$ cat src/core/awdf_pkg.sv
package awdf_pkg;
  // data path and buffer geometry
  localparam int DATA_W = 32;
  localparam int DEPTH  = 16;
  localparam int AW     = 4;
  localparam int CNT_W  = AW + 2;
  localparam int TH_W   = AW;
  localparam logic [CNT_W-1:0] DEPTH_CNT = 6'h10;

  // register bus
  localparam int CFG_AW = 8;
  localparam logic [CFG_AW-1:0] CTRL_OFS     = 8'h00;
  localparam logic [CFG_AW-1:0] FULL_TH_OFS  = 8'h04;
  localparam logic [CFG_AW-1:0] EMPTY_TH_OFS = 8'h08;
  localparam logic [CFG_AW-1:0] STATUS_OFS   = 8'h0c;
  localparam logic [CFG_AW-1:0] COUNT_OFS    = 8'h10;
  localparam logic [1:0] RESP_OKAY   = 2'h0;
  localparam logic [1:0] RESP_SLVERR = 2'h2;

  // control register fields
  localparam int CTRL_ECC_EN_BIT = 0;
  localparam int CTRL_INJ_S_BIT  = 1;
  localparam int CTRL_INJ_D_BIT  = 2;
  localparam int CTRL_HOLD_BIT   = 3;
  localparam int CTRL_W          = 4;
  localparam logic [CTRL_W-1:0] CTRL_RST = 4'h1;

  // threshold reset values
  localparam logic [TH_W-1:0] FULL_TH_RST  = 4'hc;
  localparam logic [TH_W-1:0] EMPTY_TH_RST = 4'h2;

  // status register fields
  localparam int ST_SBIT   = 0;
  localparam int ST_DBIT   = 1;
  localparam int ST_OVF    = 2;
  localparam int ST_UNF    = 3;
  localparam int ST_PFULL  = 4;
  localparam int ST_PEMPTY = 5;
  localparam int ST_FULL   = 6;
  localparam int ST_EMPTY  = 7;

  // code word positions flipped by error injection
  localparam int INJ_POS_A = 3;
  localparam int INJ_POS_B = 5;

  // number of hamming check bits for k payload bits
  function automatic int par_bits(input int k);
    int p;
    p = 1;
    while ((1 << p) < (k + p + 1)) p++;
    return p;
  endfunction
endpackage

$ cat src/core/awdf_top.sv
// Function
// - strobe bit n qualifies data byte n
// - output valid high exactly while word presented
// - empty threshold changes only during hold reset
// - single-error injection flips one stored bit
// - double-error injection flips two stored bits
// - flag corrected single-bit error on readout
// - flag detected double-bit error on readout
// - overflow held at zero, never raised after a rejected write
// - overflow may stay zero under handshake
// - write count never under-reports, updates on the write edge
// - underflow held at zero, never raised after a rejected read
// - underflow may stay zero under handshake
// - read count never over-reports, updates on the read edge
// - common clock data count of stored words
// - almost-full high while count at/above threshold
// - almost-empty high while count at/below threshold
// - data width 8 to 512, strobes width/8
`timescale 1ns/1ps
module awdf_top #(
  parameter int DATA_W = awdf_pkg::DATA_W
) (
  // clock and reset
  input  wire logic                         sys_clk_i,
  input  wire logic                         rst_i,
  // upstream write data channel
  input  wire logic [DATA_W-1:0]            s_axi_wdata_i,
  input  wire logic [DATA_W/8-1:0]          s_axi_wstrb_i,
  input  wire logic                         s_axi_wvalid_i,
  output logic                              s_axi_wready_o,
  // downstream write data channel
  output logic [DATA_W-1:0]                 m_axi_wdata_o,
  output logic [DATA_W/8-1:0]               m_axi_wstrb_o,
  output logic                              m_axi_wvalid_o,
  input  wire logic                         m_axi_wready_i,
  // sideband status
  output logic                              sbiterr_o,
  output logic                              dbiterr_o,
  output logic                              overflow_o,
  output logic                              underflow_o,
  output logic                              prog_full_o,
  output logic                              prog_empty_o,
  output logic [awdf_pkg::CNT_W-1:0]        wr_data_count_o,
  output logic [awdf_pkg::CNT_W-1:0]        rd_data_count_o,
  output logic [awdf_pkg::CNT_W-1:0]        data_count_o,
  // configuration bus, axi4-lite
  input  wire logic [awdf_pkg::CFG_AW-1:0]  cfg_awaddr_i,
  input  wire logic                         cfg_awvalid_i,
  output logic                              cfg_awready_o,
  input  wire logic [31:0]                  cfg_wdata_i,
  input  wire logic [3:0]                   cfg_wstrb_i,
  input  wire logic                         cfg_wvalid_i,
  output logic                              cfg_wready_o,
  output logic [1:0]                        cfg_bresp_o,
  output logic                              cfg_bvalid_o,
  input  wire logic                         cfg_bready_i,
  input  wire logic [awdf_pkg::CFG_AW-1:0]  cfg_araddr_i,
  input  wire logic                         cfg_arvalid_i,
  output logic                              cfg_arready_o,
  output logic [31:0]                       cfg_rdata_o,
  output logic [1:0]                        cfg_rresp_o,
  output logic                              cfg_rvalid_o,
  input  wire logic                         cfg_rready_i
);
  // payload is data plus strobes, protected as one secded word
  localparam int SW = DATA_W / 8;
  localparam int K  = DATA_W + SW;
  localparam int P  = awdf_pkg::par_bits(K);
  localparam int N  = K + P;
  localparam int AW = awdf_pkg::AW;
  localparam int CW = awdf_pkg::CNT_W;
  localparam int TW = awdf_pkg::TH_W;

  function automatic logic [N:0] ecc_enc(input logic [K-1:0] d);
    logic [N:0] c;
    int         i;
    int         j;
    int         p;
    c = '0;
    j = 0;
    for (i = 1; i <= N; i++) begin
      if ((i & (i - 1)) != 0) begin
        c[i] = d[j];
        j++;
      end
    end
    for (p = 0; p < P; p++) begin
      for (i = 1; i <= N; i++) begin
        if ((((i >> p) & 1) == 1) && (i != (1 << p))) begin
          c[1 << p] = c[1 << p] ^ c[i];
        end
      end
    end
    c[0] = ^c[N:1];
    return c;
  endfunction

  // returns {double, single, corrected payload}
  function automatic logic [K+1:0] ecc_dec(input logic [N:0] c);
    logic [N:0]   f;
    logic [K-1:0] d;
    logic         sgl;
    logic         dbl;
    int           s;
    int           i;
    int           j;
    f = c;
    d = '0;
    sgl = 1'b0;
    dbl = 1'b0;
    s = 0;
    for (i = 1; i <= N; i++) begin
      if (c[i]) begin
        s = s ^ i;
      end
    end
    if (^c) begin
      if (s <= N) begin
        sgl = 1'b1;
        if (s != 0) begin
          f[s] = ~f[s];
        end
      end else begin
        dbl = 1'b1;
      end
    end else if (s != 0) begin
      dbl = 1'b1;
    end
    j = 0;
    for (i = 1; i <= N; i++) begin
      if ((i & (i - 1)) != 0) begin
        d[j] = f[i];
        j++;
      end
    end
    return {dbl, sgl, d};
  endfunction

  // configuration registers
  logic [awdf_pkg::CTRL_W-1:0] ctrl;
  logic [TW-1:0]               full_th;
  logic [TW-1:0]               empty_th;

  wire ecc_en = ctrl[awdf_pkg::CTRL_ECC_EN_BIT];
  wire hold   = ctrl[awdf_pkg::CTRL_HOLD_BIT];
  // the hold bit doubles as the buffer's own reset and flushes it
  wire fifo_rst = rst_i | hold;

  // storage
  logic [N:0]    mem [awdf_pkg::DEPTH];
  logic [AW-1:0] wptr;
  logic [AW-1:0] rptr;
  logic [CW-1:0] mem_cnt;

  wire wr_take = s_axi_wvalid_i & s_axi_wready_o;
  wire out_pop = m_axi_wvalid_o & m_axi_wready_i;
  wire load    = (mem_cnt != '0) & (~m_axi_wvalid_o | m_axi_wready_i);

  wire inj_d = ecc_en & ctrl[awdf_pkg::CTRL_INJ_D_BIT];
  wire inj_s = ecc_en & ctrl[awdf_pkg::CTRL_INJ_S_BIT] & ~inj_d;
  wire [N:0] inj_mask = ({{N{1'b0}}, inj_d | inj_s}
                         << awdf_pkg::INJ_POS_A)
                      | ({{N{1'b0}}, inj_d} << awdf_pkg::INJ_POS_B);
  wire [N:0] wr_code  = ecc_enc({s_axi_wstrb_i, s_axi_wdata_i}) ^ inj_mask;
  wire [K+1:0] dec    = ecc_dec(mem[rptr]);

  wire [CW-1:0] next_mem_cnt = mem_cnt + CW'(wr_take) - CW'(load);
  wire          next_ovalid  = load | (m_axi_wvalid_o & ~m_axi_wready_i);
  wire [CW-1:0] next_total   = next_mem_cnt + CW'(next_ovalid);

  always_ff @(posedge sys_clk_i) begin
    if (wr_take) begin
      mem[wptr] <= wr_code;
    end
  end

  always_ff @(posedge sys_clk_i) begin
    if (fifo_rst) begin
      wptr    <= '0;
      rptr    <= '0;
      mem_cnt <= '0;
    end else begin
      wptr    <= wptr + AW'(wr_take);
      rptr    <= rptr + AW'(load);
      mem_cnt <= next_mem_cnt;
    end
  end

  // output stage: word and its error flags stand until taken
  always_ff @(posedge sys_clk_i) begin
    if (fifo_rst) begin
      m_axi_wvalid_o <= 1'b0;
      m_axi_wdata_o  <= '0;
      m_axi_wstrb_o  <= '0;
      sbiterr_o      <= 1'b0;
      dbiterr_o      <= 1'b0;
    end else if (load) begin
      m_axi_wvalid_o <= 1'b1;
      m_axi_wdata_o  <= dec[DATA_W-1:0];
      m_axi_wstrb_o  <= dec[K-1:DATA_W];
      sbiterr_o      <= ecc_en & dec[K];
      dbiterr_o      <= ecc_en & dec[K+1];
    end else if (out_pop) begin
      m_axi_wvalid_o <= 1'b0;
      sbiterr_o      <= 1'b0;
      dbiterr_o      <= 1'b0;
    end
  end

  // counts and flags; one clock so write and read counts are the same
  always_ff @(posedge sys_clk_i) begin
    if (fifo_rst) begin
      s_axi_wready_o  <= 1'b0;
      data_count_o    <= '0;
      wr_data_count_o <= '0;
      rd_data_count_o <= '0;
      prog_full_o     <= 1'b0;
      prog_empty_o    <= 1'b1;
      overflow_o      <= 1'b0;
      underflow_o     <= 1'b0;
    end else begin
      // ready is withdrawn as the count reaches full, so no write is ever rejected
      s_axi_wready_o  <= next_total < awdf_pkg::DEPTH_CNT;
      data_count_o    <= next_total;
      wr_data_count_o <= next_total;
      rd_data_count_o <= next_total;
      prog_full_o     <= next_total >= {2'h0, full_th};
      prog_empty_o    <= next_total <= {2'h0, empty_th};
      overflow_o      <= 1'b0;
      underflow_o     <= 1'b0;
    end
  end

  // axi4-lite slave
  logic [awdf_pkg::CFG_AW-1:0] aw_addr;
  logic [31:0]                 w_data;
  logic [3:0]                  w_strb;

  wire aw_hs    = cfg_awvalid_i & cfg_awready_o;
  wire w_hs     = cfg_wvalid_i & cfg_wready_o;
  wire b_hs     = cfg_bvalid_o & cfg_bready_i;
  wire ar_hs    = cfg_arvalid_i & cfg_arready_o;
  wire r_hs     = cfg_rvalid_o & cfg_rready_i;
  wire do_write = ~cfg_awready_o & ~cfg_wready_o & ~cfg_bvalid_o;

  wire sel_ctrl  = aw_addr == awdf_pkg::CTRL_OFS;
  wire sel_fth   = aw_addr == awdf_pkg::FULL_TH_OFS;
  wire sel_eth   = aw_addr == awdf_pkg::EMPTY_TH_OFS;
  wire sel_ro    = (aw_addr == awdf_pkg::STATUS_OFS)
                 | (aw_addr == awdf_pkg::COUNT_OFS);
  wire wr_mapped = sel_ctrl | sel_fth | sel_eth | sel_ro;
  wire [7:0] wbyte = w_strb[0] ? w_data[7:0] : 8'h00;

  wire [31:0] status = {24'h0,
                        data_count_o == '0,
                        ~s_axi_wready_o & ~fifo_rst,
                        prog_empty_o,
                        prog_full_o,
                        underflow_o,
                        overflow_o,
                        dbiterr_o,
                        sbiterr_o};

  logic [31:0] rd_mux;
  logic        rd_hit;
  always_comb begin
    rd_mux = 32'h0;
    rd_hit = 1'b1;
    case (cfg_araddr_i)
      awdf_pkg::CTRL_OFS:     rd_mux = {28'h0, ctrl};
      awdf_pkg::FULL_TH_OFS:  rd_mux = {28'h0, full_th};
      awdf_pkg::EMPTY_TH_OFS: rd_mux = {28'h0, empty_th};
      awdf_pkg::STATUS_OFS:   rd_mux = status;
      awdf_pkg::COUNT_OFS:    rd_mux = {26'h0, data_count_o};
      default:                rd_hit = 1'b0;
    endcase
  end

  always_ff @(posedge sys_clk_i) begin
    if (rst_i) begin
      cfg_awready_o <= 1'b1;
      cfg_wready_o  <= 1'b1;
      cfg_bvalid_o  <= 1'b0;
      cfg_bresp_o   <= awdf_pkg::RESP_OKAY;
      aw_addr       <= '0;
      w_data        <= 32'h0;
      w_strb        <= 4'h0;
    end else begin
      if (aw_hs) begin
        cfg_awready_o <= 1'b0;
        aw_addr       <= cfg_awaddr_i;
      end else if (b_hs) begin
        cfg_awready_o <= 1'b1;
      end
      if (w_hs) begin
        cfg_wready_o <= 1'b0;
        w_data       <= cfg_wdata_i;
        w_strb       <= cfg_wstrb_i;
      end else if (b_hs) begin
        cfg_wready_o <= 1'b1;
      end
      if (do_write) begin
        cfg_bvalid_o <= 1'b1;
        cfg_bresp_o  <= wr_mapped ? awdf_pkg::RESP_OKAY
                                  : awdf_pkg::RESP_SLVERR;
      end else if (b_hs) begin
        cfg_bvalid_o <= 1'b0;
      end
    end
  end

  // thresholds only move while the buffer is held in reset
  always_ff @(posedge sys_clk_i) begin
    if (rst_i) begin
      ctrl     <= awdf_pkg::CTRL_RST;
      full_th  <= awdf_pkg::FULL_TH_RST;
      empty_th <= awdf_pkg::EMPTY_TH_RST;
    end else if (do_write & w_strb[0]) begin
      if (sel_ctrl) begin
        ctrl <= wbyte[awdf_pkg::CTRL_W-1:0];
      end
      if (sel_fth & hold) begin
        full_th <= wbyte[TW-1:0];
      end
      if (sel_eth & hold) begin
        empty_th <= wbyte[TW-1:0];
      end
    end
  end

  always_ff @(posedge sys_clk_i) begin
    if (rst_i) begin
      cfg_arready_o <= 1'b1;
      cfg_rvalid_o  <= 1'b0;
      cfg_rdata_o   <= 32'h0;
      cfg_rresp_o   <= awdf_pkg::RESP_OKAY;
    end else if (ar_hs) begin
      cfg_arready_o <= 1'b0;
      cfg_rvalid_o  <= 1'b1;
      cfg_rdata_o   <= rd_mux;
      cfg_rresp_o   <= rd_hit ? awdf_pkg::RESP_OKAY
                              : awdf_pkg::RESP_SLVERR;
    end else if (r_hs) begin
      cfg_arready_o <= 1'b1;
      cfg_rvalid_o  <= 1'b0;
    end
  end
endmodule

$ cat config.mk
export PLATFORM = sky130hd
export DESIGN_NAME = awdf_top
export DESIGN_NICKNAME = d
export VERILOG_FILES = /design/src/core/awdf_pkg.sv /design/src/core/awdf_top.sv
export SDC_FILE = /design/constraint.sdc
export NUM_CORES = 1
export LEC_CHECK = 0
export ABC_CLOCK_PERIOD_IN_PS = 6800
export BUFFER_PORTS_ARGS = -buffer_cell sky130_fd_sc_hd__buf_2
export CAP_MARGIN = 20
export CORE_UTILIZATION = 45
export CTS_BUF_LIST = sky130_fd_sc_hd__clkbuf_4 sky130_fd_sc_hd__clkbuf_8
export CTS_CLUSTER_DIAMETER = 150
export DETAILED_ROUTE_END_ITERATION = 8
export GPL_ROUTABILITY_DRIVEN = 1
export GPL_TIMING_DRIVEN = 0
export SLEW_MARGIN = 20
export SYNTH_ARGS = -nofsm -noshare
export SYNTH_HDL_FRONTEND = slang
export SYNTH_SLANG_ARGS = --single-unit
$ cat constraint.sdc
create_clock -name sys_clk_i -period 6.8 [get_ports sys_clk_i]
set_input_delay 1.02 -clock sys_clk_i [delete_from_list [all_inputs] [get_ports sys_clk_i]]
set_output_delay 1.02 -clock sys_clk_i [all_outputs]
set_load 0.01 [all_outputs]
==> run_results.csv <==
group,metric,value,unit
clock_tree,insertion_delay,0.79,ns
routing,routed_wl,91600,um
place,place_congestion,0.883,
worst_setup_path,crit_type,"flop to flop",
synth,synth.most_common_cell,"edfxtp_1",
place,dp_hpwl,63600,um
synth,synthArstFlopShare,0,%
sta,finalCritPeriodShare,89.9,%
synth,synth_edf_count,688,
routing,num_vias,19400,
routing,drc,0,
clock_tree,cts_resized,0,
routing,ant_nets,0,
finish,nets,2440,
synth,netlist_top_cells_area,"edfxtp_1 62%, mux4_2 11%, dfxtp_1 6.1%",
sta,post-route-min-period,6.11,ns
sta,worst_pin_slew,1.19,ns
clock_tree,clockRootBuffer,"clkbuf_8",
floorplan,rows,99,
clock_tree,cts.sinks,790,
clock_tree,post_cts_buffers,0,
clock_tree,clk_pin_slew_worst_paths,0.06,ns
sta,slew_violations,0,
flow_run,drv_cap,0,
sta,hold_viol,0,
sta,fmax,164,MHz
routing,avgViaCountPerCell,5.75,
finish,drive_gt1_share,29.6,%
global_routing,grt-ovfl-total,0,
floorplan,die_area,0.0757,mm2
synth,syn_inst,1961,
synth,yosysTopAreaCellShare,61.5,%
clock_tree,cts_max_path_buffers,3,
synth,yosysWarnings,0,
finish,stdcell_count,3372,
clock_tree,htree_levels,4,
routing,drt-initial-drc-count,1798,
synth,ys_types,77,
sta,rsz0062_at_grt,"false",
synth,synthTopCellsByCount,"688 x edfxtp_1, 165 x mux4_2, 113 x xnor2_1, 102 x dfxtp_1, 93 x nand2_1",
synth,synth_ff_type,"edfxtp_1",
worst_setup_path,path_max_fanout,10,
worst_setup_path,worst_setup_path_start_kind,"flop",
min_path,hp-class,"flop to flop",
floorplan,die_w,275,um
place,io_buffers,138,
synth,ys_ff_latch,790,
routing,wl_per_cell,27.2,um
sta,relSlewSlack,20.5,%
outcome,outcome,"complete, no violations",
place,dp.cells,3145,
sta,final.setup_skew,0.0397,ns
finish,syn2layout_area_growth,16.9,%
clock_tree,cts_hold_buf,0,
synth,ys_seq_area_share,67.6,%
clock_tree,cts_buffers,132,
sta,setup_viol,0,
floorplan,ios,200,
synth,syn_avg_cell_area,17.1,um2
routing,drt-pass1-iter-count,5,
floorplan,core-area,0.0735,mm2
global_routing,grt_max_degree,19,
clock_tree,cts_tree,"yes",
global_routing,grt_util_all_layers,24.5,%
worst_setup_path,cp_data_required_time,7.47,ns
global_routing,antenna_found_initial,8,
floorplan,fp.dieH,275,um
worst_setup_path,cp-end-kind,"flop",
worst_setup_path,arrival,6.78,ns
synth,synth.largest_area_cell,"edfxtp_1",
floorplan,initial_core_util,45.7,%
sta,hold-worst-slack,0.459,ns
global_routing,grt_pass1_wl,131000,um
global_routing,grt_pass1_vias,19600,
synth,synth_area,0.0336,mm2
[cell type report]
cell class	instances	area, um2
diodes	2	5.00
plain buffers	132	885
clock buffers	175	2180
clock inverters	50	345
fillers	5926	34200
inverters	28	105
multi-input cells	1038	10200
flip-flops and latches	790	22700
well taps	959	1200
repair buffers	198	1670
[stage by stage]
step           setup slack (ns)  utilization, %  setup TNS, ns  instance area, um2
4_1_cts                   0.678            53.4              0               39200
3_3_place_gp              -2.86            48.4        -460.64               35600
2_1_floorplan              1.87               -              0               33700
6_report                  0.690            53.5              0               39300
3_5_place_dp              0.677            50.0              0               36700
5_1_grt                   0.341            53.5              0               39300
[worst max-delay path: stages, from the launching register on]
cell	delay, ns
dfxtp_1	0.34
buf_2	0.23
nor2b_1	0.42
clkbuf_1	0.63
clkbuf_1	0.67
a22oi_1	0.21
nand2_1	0.52
xnor2_1	0.19
xnor3_1	0.25
xnor2_1	0.39
xor3_2	0.53
buf_4	0.22
nor3_2	0.31
nand3_1	0.14
a21oi_2	0.29
and3_1	0.28
a221oi_1	0.10
a311oi_1	0.26
[path summary, 6_finish.rpt]
check | endpoint | slack [ns] | depth (start not counted) | from
setup / recovery | m_axi_wdata_o[23]$_SDFFE_PP0P_ | 0.69 | 17 | rptr[1]$_SDFF_PP0_
hold / removal | m_axi_wdata_o[20]$_SDFFE_PP0P_ | 0.46 | 2 | m_axi_wdata_o[20]$_SDFFE_PP0P_
setup reg to reg | m_axi_wdata_o[23]$_SDFFE_PP0P_ | 0.69 | 17 | rptr[1]$_SDFF_PP0_
hold reg to reg | m_axi_wdata_o[20]$_SDFFE_PP0P_ | 0.46 | 2 | m_axi_wdata_o[20]$_SDFFE_PP0P_
[registers in the layout, indices dropped and copies added, names as in the netlist, 6 cells and up]
| register | cells |
|---|---|
| mem | 688 |
| m_axi_wdata_o | 32 |
| aw_addr | 8 |
| cfg_rdata_o | 8 |
| mem_cnt | 6 |
| wr_data_count_o | 6 |
[cells in the final DEF, fill, tap and decap left out, types with 10 or more instances in the layout]
master and n:
nand2_1 93, nand2b_1 11, nor2_4 12, xnor2_2 14, nor3_1 22, clkbuf_8 139
nor2b_1 14, xnor2_1 105, clkbuf_4 36, xor2_1 31, buf_12 13, a21oi_1 52
conb_1 28, clkinv_1 20, buf_16 19, mux2i_1 79, edfxtp_1 688, inv_1 26
buf_2 153, buf_4 77, a22oi_1 65, o21ai_0 33, buf_6 22, dfxtp_1 102
nand3_1 31, mux4_2 165, clkinv_2 12, clkbuf_1 42, ha_1 22, and2_1 27
nor2_1 79, a211oi_1 11, xnor3_1 10, a21o_1 15
[routing by layer]
metal,vias to the layer above,track usage (%),wire (um)
met3,151,5.35,6820
li1,8380,-,-
met2,840,39.5,44100
met4,12,8.46,2260
met5,-,0.501,124
met1,10000,33.0,38300
[cell families after synthesis]
| kind of cell | after synthesis | synth area share [%] |
|---|---|---|
| flip-flops | 790 | 67.6 |
| AND/OR/NAND/NOR | 323 | 4.57 |
| multiplexers | 255 | 13.8 |
| AO/OA/AOI/OAI | 243 | 5.07 |
| XOR/XNOR | 166 | 5.15 |
| buffers and inverters | 160 | 2.95 |
| adder cells (fa/ha/maj) | 23 | 0.879 |
| other | 1 | 0.0112 |
Power is left out: the tool's default activity adds up to more than one toggle a clock period on the data nets, which glitch-free logic cannot reach.
